[config.mk]
export PLATFORM = sky130hd
export DESIGN_NAME = csm_sync_mode_regs
export DESIGN_NICKNAME = d
export VERILOG_FILES = /design/src/csm_pkg.sv /design/src/csm_sync_mode_regs.sv
export VERILOG_INCLUDE_DIRS = /design/src /design/src/src
export SDC_FILE = /design/constraint.sdc
export NUM_CORES = 1
export LEC_CHECK = 0
export BUFFER_PORTS_ARGS = -buffer_cell sky130_fd_sc_hd__buf_4
export CORE_MARGIN = 2
export CORE_UTILIZATION = 25
export CTS_CLUSTER_DIAMETER = 200
export DETAILED_ROUTE_END_ITERATION = 7
export GPL_ROUTABILITY_DRIVEN = 0
export PLACE_DENSITY = 0.44
export SYNTH_ARGS = -nofsm -noshare
export SYNTH_HDL_FRONTEND = slang
export SYNTH_SLANG_ARGS = --single-unit
export TNS_END_PERCENT = 100
[constraint.sdc]
create_clock -name clk -period 8.6 [get_ports clk]
set_clock_uncertainty 0.15 [all_clocks]
set_input_delay 0.43 -clock clk [delete_from_list [all_inputs] [get_ports clk]]
set_output_delay 0.43 -clock clk [all_outputs]
set_load 0.1 [all_outputs]
[src/csm_consts.svh]
// Register map, field positions and reset values for chip sync and mode config
`ifndef CSM_CONSTS_SVH
`define CSM_CONSTS_SVH

// Register indexes; byte address is four times the index
`define CSM_IDX_SYNC_MODE     12'h01FF
`define CSM_IDX_CHANNEL_MODE  12'h0200
`define CSM_IDX_DECIM_RATIO   12'h0201
`define CSM_IDX_SYNC_STATUS   12'h0202

// Field positions
`define CSM_SYNC_MODE_BIT     0
`define CSM_Q_IGNORE_BIT      5
`define CSM_APP_MODE_MSB      3
`define CSM_DECIM_MSB         3

// Reset values and writable masks
`define CSM_SYNC_MODE_RST     8'h00
`define CSM_CHANNEL_MODE_RST  8'h00
`define CSM_DECIM_RATIO_RST   8'h00
`define CSM_SYNC_MODE_MASK    8'h01
`define CSM_CHANNEL_MODE_MASK 8'h2F
`define CSM_DECIM_RATIO_MASK  8'h0F

// Application mode codes
`define CSM_APP_FULL_BW       4'h0
`define CSM_APP_ONE_DDC       4'h1
`define CSM_APP_TWO_DDC       4'h2
`define CSM_APP_FOUR_DDC      4'h3

// Decimation codes
`define CSM_DEC_BY1           4'h0
`define CSM_DEC_BY2           4'h1
`define CSM_DEC_BY3           4'h8
`define CSM_DEC_BY4           4'h2
`define CSM_DEC_BY5           4'h5

// Timing counts in sample clocks and the divider width in bits
`define CSM_LINK_RECOVER_CYC  16
`define CSM_TAG_PIPE_DEPTH    4
`define CSM_DIV_WIDTH         3

`endif

[src/csm_pkg.sv]
// Types shared by the chip sync and mode config block
`default_nettype none
package csm_pkg;
  typedef enum logic [1:0] {
    CSM_SYNC_DIVRESET  = 2'b01,
    CSM_SYNC_TIMESTAMP = 2'b10
  } csm_sync_mode_t;

  typedef enum logic [1:0] {
    CSM_LINK_UP      = 2'b01,
    CSM_LINK_RECOVER = 2'b10
  } csm_link_state_t;
endpackage
`default_nettype wire

[src/csm_sync_mode_regs.sv]
// Chip sync mode, channel mode and decimation registers with their effects
//
// Notes on behaviour
// In divider-reset mode each captured strobe resets every internal clock divider.
// In divider-reset mode a strobe that moves any divider phase drops the serial link.
// In timestamp mode strobes leave the dividers running untouched.
// In timestamp mode neither the link nor the signal monitor reacts to strobes.
// In timestamp mode the sample present at capture is tagged and the tag follows it.
// The tag travels as a control bit beside its sample in the link output word.
// Channel mode bit 5 set drops the quadrature part, clear keeps both parts.
// Application code 0000 is full bandwidth (default), 0001 enables converter 0 only.
// Application code 0010 enables converters 0 and 1, 0011 enables all four.
// Decimation codes 0000, 0001, 1000, 0010, 0101 give ratios 1, 2, 3, 4, 5.
// Software writes only listed codes; other codes are reserved and undefined.
//
// Implementation choice: the AHB-Lite interface to the registers.
`default_nettype none
`include "csm_consts.svh"

module csm_sync_mode_regs
  import csm_pkg::*;
#(
  parameter int SAMPLE_W     = 14,
  parameter int PIPE_DEPTH   = `CSM_TAG_PIPE_DEPTH,
  parameter int LINK_RECOVER = `CSM_LINK_RECOVER_CYC,
  parameter int DIV_W        = `CSM_DIV_WIDTH
) (
  // Clock and reset
  input  wire logic                clk,
  input  wire logic                rst,
  // AHB-Lite slave
  input  wire logic                hsel,
  input  wire logic [31:0]         haddr,
  input  wire logic [1:0]          htrans,
  input  wire logic                hwrite,
  input  wire logic [2:0]          hsize,
  input  wire logic [31:0]         hwdata,
  input  wire logic                hready,
  output logic                     hreadyout,
  output logic [31:0]              hrdata,
  output logic                     hresp,
  // Frame alignment strobe pin
  input  wire logic                sysrefPin,
  // Converter samples
  input  wire logic                sampleValid,
  input  wire logic [SAMPLE_W-1:0] sampleI,
  input  wire logic [SAMPLE_W-1:0] sampleQ,
  // Link output word
  output logic                     linkValid,
  output logic [SAMPLE_W-1:0]      linkI,
  output logic [SAMPLE_W-1:0]      linkQ,
  output logic                     linkTag,
  output logic                     linkUp,
  // Clock divider and monitor effects
  output logic [DIV_W-1:0]         divPhase,
  output logic                     divReset,
  output logic                     monRestart,
  // Decoded configuration
  output logic [3:0]               ddcEnable,
  output logic                     ddcBypass,
  output logic                     qIgnore,
  output logic [2:0]               decimFactor
);

  // Register storage
  logic [7:0] syncModeReg;
  logic [7:0] chanModeReg;
  logic [7:0] decimReg;
  logic [7:0] capPhase;
  logic [7:0] strobeCount;

  // Bus data phase state
  logic       dpValid;
  logic       dpWrite;
  logic [11:0] dpIndex;

  // Strobe synchroniser and edge
  logic       sysrefMeta;
  logic       sysrefSync;
  logic       sysrefLast;

  // Link recovery state
  csm_link_state_t linkState;
  csm_link_state_t next_linkState;
  logic [15:0]     recoverCnt;

  // Tag pipeline storage
  logic [PIPE_DEPTH-1:0] pipeValid;
  logic [PIPE_DEPTH-1:0] pipeTag;
  logic [SAMPLE_W-1:0]   pipeI [PIPE_DEPTH];
  logic [SAMPLE_W-1:0]   pipeQ [PIPE_DEPTH];

  // Decode of a word index from a byte address
  function automatic logic [11:0] idxOf(input logic [31:0] addr);
    return addr[13:2];
  endfunction

  // Address phase decode
  wire        addrPhase = hsel & htrans[1] & hready;
  wire        wrStrobe  = dpValid & dpWrite;
  wire        wrSync    = wrStrobe & (dpIndex == `CSM_IDX_SYNC_MODE);
  wire        wrChan    = wrStrobe & (dpIndex == `CSM_IDX_CHANNEL_MODE);
  wire        wrDecim   = wrStrobe & (dpIndex == `CSM_IDX_DECIM_RATIO);
  wire [7:0]  wrByte    = hwdata[7:0];

  // Sync mode decode
  wire csm_sync_mode_t syncMode = syncModeReg[`CSM_SYNC_MODE_BIT] ?
                                  CSM_SYNC_TIMESTAMP : CSM_SYNC_DIVRESET;
  wire        strobeEdge = sysrefSync & ~sysrefLast;
  wire        divMode    = (syncMode == CSM_SYNC_DIVRESET);
  wire        phaseMoves = (divPhase != '0);
  wire [3:0]  appMode    = chanModeReg[`CSM_APP_MODE_MSB:0];
  wire [3:0]  decimCode  = decimReg[`CSM_DECIM_MSB:0];

  // Bus response, always ready and OKAY
  assign hreadyout = 1'b1;
  assign hresp     = 1'b0;

  // Read mux; unmapped indexes read zero
  always_comb begin
    hrdata = 32'h0000_0000;
    if (dpValid && !dpWrite) begin
      unique case (dpIndex)
        `CSM_IDX_SYNC_MODE:    hrdata = {24'h00_0000, syncModeReg};
        `CSM_IDX_CHANNEL_MODE: hrdata = {24'h00_0000, chanModeReg};
        `CSM_IDX_DECIM_RATIO:  hrdata = {24'h00_0000, decimReg};
        `CSM_IDX_SYNC_STATUS:  hrdata = {15'h0000, linkUp, strobeCount, capPhase};
        default:               hrdata = 32'h0000_0000;
      endcase
    end
  end

  // Address phase capture
  always_ff @(posedge clk or posedge rst) begin
    if (rst) begin
      dpValid <= 1'b0;
      dpWrite <= 1'b0;
      dpIndex <= 12'h000;
    end else if (hready) begin
      dpValid <= addrPhase;
      dpWrite <= hwrite;
      dpIndex <= idxOf(haddr);
    end
  end

  // Configuration registers, reserved bits held at zero
  always_ff @(posedge clk or posedge rst) begin
    if (rst) begin
      syncModeReg <= `CSM_SYNC_MODE_RST;
      chanModeReg <= `CSM_CHANNEL_MODE_RST;
      decimReg    <= `CSM_DECIM_RATIO_RST;
    end else begin
      if (wrSync) syncModeReg <= wrByte & `CSM_SYNC_MODE_MASK;
      if (wrChan) chanModeReg <= wrByte & `CSM_CHANNEL_MODE_MASK;
      if (wrDecim) decimReg <= wrByte & `CSM_DECIM_RATIO_MASK;
    end
  end

  // Two-flop strobe synchroniser, then edge history
  always_ff @(posedge clk or posedge rst) begin
    if (rst) begin
      sysrefMeta <= 1'b0;
      sysrefSync <= 1'b0;
      sysrefLast <= 1'b0;
    end else begin
      sysrefMeta <= sysrefPin;
      sysrefSync <= sysrefMeta;
      sysrefLast <= sysrefSync;
    end
  end

  // Internal clock divider
  always_ff @(posedge clk or posedge rst) begin
    if (rst) begin
      divPhase <= '0;
      divReset <= 1'b0;
    end else begin
      divReset <= 1'b0;
      // divider reset on strobe
      if (strobeEdge && divMode) begin
        divPhase <= '0;
        divReset <= 1'b1;
      end else begin
        // timestamp keeps dividers running
        divPhase <= divPhase + 1'b1;
      end
    end
  end

  // Signal monitor restart follows divider resets only
  always_ff @(posedge clk or posedge rst) begin
    if (rst) begin
      monRestart <= 1'b0;
    end else begin
      // monitor ignores timestamp strobes
      monRestart <= strobeEdge & divMode;
    end
  end

  // Captured divider phase and strobe count for status
  always_ff @(posedge clk or posedge rst) begin
    if (rst) begin
      capPhase    <= 8'h00;
      strobeCount <= 8'h00;
    end else if (strobeEdge) begin
      capPhase    <= 8'(divPhase);
      strobeCount <= strobeCount + 8'h01;
    end
  end

  // Link state next value
  always_comb begin
    next_linkState = linkState;
    unique case (linkState)
      CSM_LINK_UP: begin
        // phase move drops link
        if (strobeEdge && divMode && phaseMoves) next_linkState = CSM_LINK_RECOVER;
      end
      CSM_LINK_RECOVER: begin
        if (recoverCnt == 16'(LINK_RECOVER - 1)) next_linkState = CSM_LINK_UP;
      end
    endcase
  end

  // Link state and recovery counter
  always_ff @(posedge clk or posedge rst) begin
    if (rst) begin
      linkState  <= CSM_LINK_UP;
      recoverCnt <= 16'h0000;
    end else begin
      linkState  <= next_linkState;
      recoverCnt <= (linkState == CSM_LINK_RECOVER) ? recoverCnt + 16'h0001 : 16'h0000;
    end
  end

  // link untouched in timestamp mode
  assign linkUp = (linkState == CSM_LINK_UP);

  // Tag pipeline entry stage
  always_ff @(posedge clk or posedge rst) begin
    if (rst) begin
      pipeValid[0] <= 1'b0;
      pipeTag[0]   <= 1'b0;
      pipeI[0]     <= '0;
      pipeQ[0]     <= '0;
    end else begin
      pipeValid[0] <= sampleValid;
      // tag sample at capture
      pipeTag[0]   <= sampleValid & strobeEdge & ~divMode;
      pipeI[0]     <= sampleI;
      // quadrature dropped when set
      pipeQ[0]     <= qIgnore ? '0 : sampleQ;
    end
  end

  // Tag pipeline, tag follows its sample
  for (genvar s = 1; s < PIPE_DEPTH; s++) begin : gStage
    always_ff @(posedge clk or posedge rst) begin
      if (rst) begin
        pipeValid[s] <= 1'b0;
        pipeTag[s]   <= 1'b0;
        pipeI[s]     <= '0;
        pipeQ[s]     <= '0;
      end else begin
        pipeValid[s] <= pipeValid[s-1];
        pipeTag[s]   <= pipeTag[s-1];
        pipeI[s]     <= pipeI[s-1];
        pipeQ[s]     <= pipeQ[s-1];
      end
    end
  end

  // Link output word from the last stage
  always_ff @(posedge clk or posedge rst) begin
    if (rst) begin
      linkValid <= 1'b0;
      linkI     <= '0;
      linkQ     <= '0;
      linkTag   <= 1'b0;
    end else begin
      linkValid <= pipeValid[PIPE_DEPTH-1] & linkUp;
      linkI     <= pipeI[PIPE_DEPTH-1];
      linkQ     <= pipeQ[PIPE_DEPTH-1];
      // tag as control bit
      linkTag   <= pipeTag[PIPE_DEPTH-1];
    end
  end

  // Quadrature handling select
  assign qIgnore = chanModeReg[`CSM_Q_IGNORE_BIT];

  // Converter enables from application mode
  always_comb begin
    ddcEnable = 4'b0000;
    unique case (appMode)
      // full bandwidth and one converter
      `CSM_APP_FULL_BW:  ddcEnable = 4'b0000;
      `CSM_APP_ONE_DDC:  ddcEnable = 4'b0001;
      // two and four converters
      `CSM_APP_TWO_DDC:  ddcEnable = 4'b0011;
      `CSM_APP_FOUR_DDC: ddcEnable = 4'b1111;
      // reserved codes fall back
      default:           ddcEnable = 4'b0000;
    endcase
  end

  // Decimation factor from ratio code
  always_comb begin
    decimFactor = 3'd1;
    unique case (decimCode)
      // listed ratios one to five
      `CSM_DEC_BY1: decimFactor = 3'd1;
      `CSM_DEC_BY2: decimFactor = 3'd2;
      `CSM_DEC_BY3: decimFactor = 3'd3;
      `CSM_DEC_BY4: decimFactor = 3'd4;
      `CSM_DEC_BY5: decimFactor = 3'd5;
      default:      decimFactor = 3'd1;
    endcase
  end

  // Bypass when no decimation
  assign ddcBypass = (decimFactor == 3'd1);

endmodule
`default_nettype wire

==> impl_metrics.ini, run 1 <==
[timing]
setup_viol = 0
fmax_mhz = 270
worst_pin_slew_ns = 1.03
tns_ns = 0
fin_crit_ns = 3.70
finalHoldViolations = 13
rsz0062_at_grt = no
post-route-period-util_pct = 43.0
holdWs_ns = -0.0585
final_max_slew_viol_count = 0
slew_headroom_pct = 31.5

[run]
max-cap-violations = 0

[synthesis]
synthXorXnorAreaFrac_pct = 1.63
synth_top_family_by_area = simple AND/OR/NAND/NOR gates
synth_compound_area_share_pct = 2.28
avgSynthCellArea_um2 = 15.4
synth-main-ff-cell = dfrtp_1
synthMuxAreaShare_pct = 5.35
synth_common_cells = 209 x dfrtp_1, 26 x mux2_2, 22 x buf_4, 18 x nor2b_1, 16 x inv_1
synthesis.area_um2 = 6970
synth_edf_count = 0
synth.most_common_cell = dfrtp_1
synth_top_area_share_pct = 75.0
synth_top_area_cell = dfrtp_1
synth_simple_gate_area_share_pct = 10.5
syn_inst = 453
synth_adder_area_share_pct = 0.718
yosys_warnings = 0
synth_area_leaders = dfrtp_1 75%, mux2_2 4.2%, buf_4 2.4%
yosysSeqAreaShare_pct = 75.4
synth_cell_type_count = 44
synth_seq_cells = 210
synth-async-reset-ratio_pct = 100

[floorplan]
dieArea_um2 = 29200
io_pins = 183
die_w_um = 171
die_h_um = 171
core_area_um2 = 27600
initial_utilization_pct = 25.2
rows = 61

[clocking]
postCtsSetupRepairBufs = 0
cts_root_buf = clkbuf_16
cts_resized = 0
numCtsBuffers = 24
clk_pin_slew_ns = 0.06
htree_levels = 1
cts_tree = done
clock_latency_ns = 0.51
cts_buffer_depth = 3
cts_sinks = 210

[global_route]
grt_use_met2_pct = 15.5
track_usage_pct = 9.43
antenna_found_initial = 0
grt_pass1_vias = 4173
global_route.usage.met1_pct = 12.2
grt_first_pass_wirelength_mm = 22.0
grt_busiest_layer = met2
gr-total-overflow = 0
grt_use_met3_pct = 2.36
grt_start_max_net_pins = 148

[power]
switching_share_pct = 27.3
power_density_nw_per_um2 = 263
p_leak_nw = 4.24
p_int_w = 0.00180
power_frac_clock_pct = 41.3
comb_power_share_pct = 13.2
seq_power_share_pct = 45.6
switchingPower_w = 0.000677
ir_drop_uv = 110

[placement]
post_dp_cell_area_um2 = 8160
io_buffer_count = 111
placed_cells = 929
hpwl_mm = 8.81

[route]
num_vias = 3999
drcViolationCount = 0
drt_first_pass_iters = 4
drtAntennaViolNets = 0
wire_per_inst_um = 13.4
first_iter_violations = 130
wirelength_mm = 13.6
vias_per_cell = 3.94

[worst_setup_path]
cp-end-kind = primary output
critPathLaunchType = flop
critPathMaxFanout = 14
critPathKind = reg -> out
worst_ep_required_time_ns = 8.02
reg2reg_setup_slack_ns = 6.23
worst-endpoint-arrival_ns = 3.12

[final_layout]
design_area_um2 = 9410
diodes = 0
fin_nets = 729
register_area_um2 = 5260
drive_gt1_share_pct = 30.6
multi_input_area_um2 = 1500
fillCellCount = 2705
area_growth_pct = 35.0
finalNonFillerCells = 1016

[outcome]
violations = hold timing
outcome = finished, violations left

[min_path]
hp-class = in -> async
## worst paths after layout
path                                         from                          to  cells past startpoint
hold / removal                                rst         pipeI[53]$_DFF_PP0_                      2
min in group clk                       sampleQ[7]         pipeQ[49]$_DFF_PP0_                      2
setup / recovery           dpIndex[3]$_DFFE_PP0P_                   hrdata[5]                      4
hold reg to reg               pipeQ[23]$_DFF_PP0_          pipeQ[9]$_DFF_PP0_                      0
setup reg to reg           dpIndex[4]$_DFFE_PP0P_  chanModeReg[1]$_DFFE_PP0P_                      3
max in group asynchronous                     rst     recoverCnt[2]$_DFF_PP0_                      3
## flip-flops by register name, summed over array words and instances (netlist names), 2 cells and up
register,cells
strobeCount,8
dpIndex,12
linkState,2
recoverCnt,16
linkI,14
capPhase,3
chanModeReg,5
pipeI,56
decimReg,4
divPhase,3
linkQ,14
pipeValid,4
pipeTag,4
pipeQ,56
## layout by cell type (no fill, tap or decap), drive strengths merged, types with 6 or more instances in the layout
cell         Yosys  layout
xnor2           12      12
inv             16      17
nor2            11      11
o21ai            6       6
clkbuf           9      34
a21oi            9       9
nand2b           9       9
dlygate4sd3      0      44
nor2b           18      18
or4              6       6
dfrtp          209     209
conb             2      20
nand4            8       8
mux2            26      26
nand3            6       6
nand2           11      11
mux2i            8       8
or3              7       7
nor3            11      11
buf             25     114
nor4            10      10
## power by group through the flow
| stage | registers [W] | clock network, W | logic, W |
|---|---|---|---|
| after floorplan | 0.00121 | 0 | 0.000171 |
| after detailed placement | 0.00115 | 0 | 0.000314 |
| after global routing | 0.00114 | 0.00110 | 0.000356 |
| final | 0.00113 | 0.00102 | 0.000326 |
| after global placement | 0.00114 | 0 | 0.000307 |
| after CTS | 0.00113 | 0.00106 | 0.000331 |
## kinds of logic (layout without fill, tap and decap cells)
logic type	after synthesis	in the layout
xor gates and xnor gates	13	13
adders and majority gates	4	4
DFF	210	210
AOI/OAI and AO/OA	25	25
and+or+nand+nor	115	115
other	2	20
muxes	34	34
buffers and inverters	50	217
## per-stage QoR
stage | utilization (%) | total power [W] | setup WS [ns]
3_5_place_dp | 29.5 | 0.00146 | 5.44
6_report | 34.1 | 0.00248 | 4.90
5_1_grt | 34.1 | 0.00260 | 4.80
4_1_cts | 34.1 | 0.00252 | 4.88
2_1_floorplan | - | 0.00138 | 2.28
3_3_place_gp | 29.5 | 0.00145 | 5.45
## area by class of cell
cell class	instances	area share, %
sequential	210	55.9
multi-input combinational	211	16.0
timing repair buffer	158	13.8
clock buffer	34	7.42
tap	378	5.03
clock inverter	9	1.22
inverter	16	0.718
## metal layers
layer,part of all wire [%],vias to the layer above
met1,44,2051
li1,-,1824
met4,2.0,0
met5,0,-
met2,48,111
met3,6.1,13
## what timing repair did
item                                   in CTS  in global routing
hold buffers                               44                  0
setup endpoints to repair                   0                  0
endpoints found under the hold margin      46                  0
## worst max-delay path, cell delays in order, from the launching register on
cell and delay, ns:
dfrtp_1 0.40, or4b_4 0.56, or4_1 0.89, nor4b_2 0.40
buf_4 0.35
Note: power is estimated with default switching activity, not from simulation.
==> run 2, diff against run 1 <==
Settings changed: PLACE_DENSITY 0.44 to 0.45.
Clock period 8.6 ns to 3 ns, I/O delays scaled along.
==> impl_metrics.ini, run 2 (same netlist as run 1, synthesis figures left out) <==
[timing]
fmax_mhz = 333
worst_pin_slew_ns = 0.914
final_max_slew_viol_count = 0
slew_headroom_pct = 39.1
post-route-period-util_pct = 100
setup_viol = 1
finalHoldViolations = 0
setup_slack_ns = -0.00698
rsz0062_at_grt = yes
fin_crit_ns = 3.01

[worst_setup_path]
critPathLaunchType = flop
r2r_start = dpIndex[3]$_DFFE_PP0P_
critPathKind = reg -> out
cp-end-kind = primary output
reg2reg_setup_slack_ns = 0.70
worst_ep_required_time_ns = 2.70
rr_endpoint = decimReg[0]$_DFFE_PP0P_
critPathMaxFanout = 10
worst-endpoint-arrival_ns = 2.71
reg2regPathDepth = 4

[power]
p_leak_nw = 4.47
ir_drop_uv = 320
power_density_nw_per_um2 = 728
power_w = 0.00722

[final_layout]
final_cell_mix = 209 x dfrtp_1, 105 x buf_4, 65 x dlygate4sd3_1
fin_util_pct = 35.9
area_growth_pct = 42.2
drive_gt1_share_pct = 31.7
diodes = 0
fin_nets = 758
fillCellCount = 2709
finalNonFillerCells = 1046
final_common_cell = dfrtp_1
largestRegisters = pipeI: 56 flops, pipeQ: 56 flops, recoverCnt: 16 flops

[clocking]
clock_latency_ns = 0.50
htree_levels = 1
cts_buffer_depth = 3
cts_sinks = 210
numCtsBuffers = 25
cts_root_buf = clkbuf_16
cts_tree = done
clk_pin_slew_ns = 0.06

[floorplan]
die_w_um = 171
core_area_um2 = 27600
dieArea_um2 = 29200
io_pins = 183
rows = 61
initial_utilization_pct = 25.2
die_h_um = 171

[min_path]
hold_depth = 2
worstHoldStart = sampleI[12]
min_to = pipeI[54]$_DFF_PP0_
hp-class = in -> reg

[placement]
hpwl_mm = 8.84
placed_cells = 932
io_buffer_count = 111

[outcome]
violations = setup timing
outcome = finished, violations left

[route]
wirelength_mm = 14.1
first_iter_violations = 178
num_vias = 4084
vias_per_cell = 3.90
drt_first_pass_iters = 4
wire_per_inst_um = 13.4
drcViolationCount = 0
drtAntennaViolNets = 0

[global_route]
gr-total-overflow = 0
grt_start_max_net_pins = 137
antenna_found_initial = 0
grt_pass1_vias = 4396
track_usage_pct = 9.68
grt_first_pass_wirelength_mm = 22.7

[run]
max-cap-violations = 0
run 2: changes by cell type in the layout (fill, tap and decap cells not counted), moves of 4 or more:
cell | previous run | this run
nor3_1 | 4 | 0
buf_6 | 0 | 8
dlygate4sd3_1 | 44 | 65
buf_4 | 114 | 105
nor3_4 | 0 | 6
buf_12 | 0 | 8
run 2: stage by stage:
stage	hold WS [ns]	TNS (ns)	setup slack, ns	area (µm²)
final	0.140	-0.00698	-0.00698	9920
after global routing	0.114	-0.567	-0.0872	9920
after CTS	0.111	-0.112	-0.0198	9830
after detailed placement	0.110	0	0.246	8240
after global placement	0.111	0	0.271	8240
after floorplan	0.0314	-8.34	-0.308	7090
run 2: worst max-delay path by stage:
stage | startpoint | endpoint | slack, ns
after floorplan | dpIndex[3]$_DFFE_PP0P_ | hrdata[1] | -0.31
after global placement | dpIndex[3]$_DFFE_PP0P_ | hrdata[8] | 0.27
after detailed placement | dpIndex[3]$_DFFE_PP0P_ | hrdata[10] | 0.25
after CTS | dpIndex[3]$_DFFE_PP0P_ | hrdata[13] | -0.02
after global routing | dpIndex[3]$_DFFE_PP0P_ | hrdata[11] | -0.09
final | dpIndex[3]$_DFFE_PP0P_ | hrdata[11] | -0.007
run 2: area by class of cell:
cell class	instances	area, µm²	share of cell area [%]
sequential	210	5260	53.0
timing repair buffer	186	1690	17.0
multi-input combinational	211	1600	16.2
clock buffer	36	727	7.33
tap	378	473	4.77
clock inverter	9	105	1.06
inverter	16	63.8	0.644
run 2: what timing repair did:
action / 4_1_cts / 5_1_grt
endpoints found under the setup margin: 14 / 14
gates resized for setup: 20 / 18
pin swaps: 1 / 1
endpoints found under the hold margin: 264 / 0
hold buffers: 65 / 0
buffers inserted: 4 / 0
run 2: routing by layer:
metal	GRT usage, %	wire length (µm)
met5	0	0
met4	3.28	310
met3	2.13	770
met2	16.7	7040
met1	11.9	5940
run 2: where the power goes:
group	switching, W	total (W)	internal (W)
combinational	0.000670	0.00100	0.000333
sequential	0.000165	0.00323	0.00307
clock	0.00113	0.00298	0.00185
total	0.00197	0.00722	0.00525
run 2: worst max-delay path, stage by stage (launching register included):
cell	delay (ns)
dfrtp_1	0.38
or4b_4	0.55
or4_4	0.61
buf_12	0.20
nor3_2	0.19
buf_6	0.26
==> run 3, diff against run 2 <==
Settings changed: MAX_ROUTING_LAYER set to met4.
==> impl_metrics.ini, run 3 (same netlist as run 1, synthesis figures left out) <==
[outcome]
outcome = finished, violations left
violations = setup timing

[timing]
final_max_slew_viol_count = 0
finalHoldViolations = 0
rsz0062_at_grt = yes
setup_slack_ns = -0.0198
worst_pin_slew_ns = 0.908
holdWs_ns = 0.137
post-route-period-util_pct = 101
slew_headroom_pct = 39.4
fin_crit_ns = 3.02
fmax_mhz = 331
setup_viol = 2

[floorplan]
rows = 61
core_area_um2 = 27600
dieArea_um2 = 29200
initial_utilization_pct = 25.2
die_w_um = 171
die_h_um = 171
io_pins = 183

[worst_setup_path]
path_buf_inv = 2
max_stage_delay_ns = 0.61
critPathKind = reg -> out
crit_family = simple AND/OR/NAND/NOR gates
critPathLaunchType = flop
cp-end-kind = primary output
worst-endpoint-arrival_ns = 2.72
worst_ep_required_time_ns = 2.70
crit_chain = or4b_4 -> or4_4 -> buf_12 -> nor3_2 -> buf_6
critPathSlowestCell = or4_4
reg2reg_setup_slack_ns = 0.68
critPathMaxFanout = 10

[placement]
pre_cts_ws_ns = 0.246
hpwl_mm = 8.84
io_buffer_count = 111
post_dp_cell_area_um2 = 8240

[route]
drtAntennaViolNets = 0
dr_wl_met2_mm = 7.02
wire_per_inst_um = 13.4
wl_met1_mm = 5.97
wl_met3_um = 737
wirelength_mm = 14.0
first_iter_violations = 198
vias_per_cell = 3.90
drt_first_pass_iters = 4
num_vias = 4082
top_layer_used = met4
drcViolationCount = 0

[final_layout]
fin_util_pct = 35.9
fin_nets = 758
area_growth_pct = 42.2
diodes = 0
drive_gt1_share_pct = 31.7
final_common_cell = dfrtp_1
design_area_um2 = 9920
final_cell_mix = 209 x dfrtp_1, 105 x buf_4, 65 x dlygate4sd3_1
largestRegisters = pipeI: 56 flops, pipeQ: 56 flops, recoverCnt: 16 flops

[clocking]
numCtsBuffers = 25
clock_latency_ns = 0.51
cts_tree = done
cts_root_buf = clkbuf_16
htree_levels = 1
cts_buffer_depth = 3
cts_sinks = 210
clk_pin_slew_ns = 0.06

[global_route]
grt_start_max_net_pins = 137
grt_pass1_vias = 4388
track_usage_pct = 9.96
antenna_found_initial = 0
grt_first_pass_wirelength_mm = 22.6
gr-total-overflow = 0

[power]
ir_drop_uv = 320
power_density_nw_per_um2 = 728
p_leak_nw = 4.47
power_w = 0.00722

[min_path]
hp-class = in -> reg

[run]
max-cap-violations = 0
[run 3: metrics by stage]
| step | TNS [ns] | cells |
|---|---|---|
| 3_5_place_dp | 0 | 932 |
| 6_report | -0.0209 | 1046 |
| 2_1_floorplan | -8.34 | 471 |
| 5_1_grt | -0.567 | 1046 |
| 3_3_place_gp | 0 | 932 |
| 4_1_cts | -0.112 | 1046 |
[run 3: cell type report]
cell class / instances / area, µm²
flip-flops and latches: 210 / 5260
repair buffers: 186 / 1690
clock inverters: 9 / 105
clock buffers: 36 / 727
inverters: 16 / 63.8
fillers: 2709 / 17700
well taps: 378 / 473
multi-input cells: 211 / 1600
[run 3: what timing repair did]
| action | 4_1_cts | 5_1_grt |
|---|---|---|
| buffers inserted | 4 | 0 |
| gates resized for setup | 20 | 18 |
| endpoints found under the setup margin | 14 | 14 |
| hold buffers | 65 | 0 |
| endpoints found under the hold margin | 264 | 0 |
| cloned | 0 | 0 |
| pin swaps | 1 | 1 |
[run 3: path summary, 6_finish.rpt]
kind / start / to / cells after the start
max in group asynchronous: rst / pipeTag[3]$_DFF_PP0_ / 4
min: sampleI[12] / pipeI[54]$_DFF_PP0_ / 2
max: dpIndex[3]$_DFFE_PP0P_ / hrdata[11] / 5
max reg2reg: dpIndex[3]$_DFFE_PP0P_ / decimReg[2]$_DFFE_PP0P_ / 4
min reg2reg: pipeQ[16]$_DFF_PP0_ / pipeQ[2]$_DFF_PP0_ / 0
min in group asynchronous: rst / linkQ[13]$_DFF_PP0_ / 4
[run 3: metal layers]
metal / up-vias / GRT usage (%)
li1: 1882 / -
met1: 2067 / 12.0
met2: 108 / 16.7
met3: 25 / 2.08
met4: 0 / 3.28
met5: - / -
[run 3: where the power goes]
| group | switching (W) | internal [W] |
|---|---|---|
| logic | 0.000671 | 0.000333 |
| clock network | 0.00113 | 0.00185 |
| registers | 0.000166 | 0.00307 |
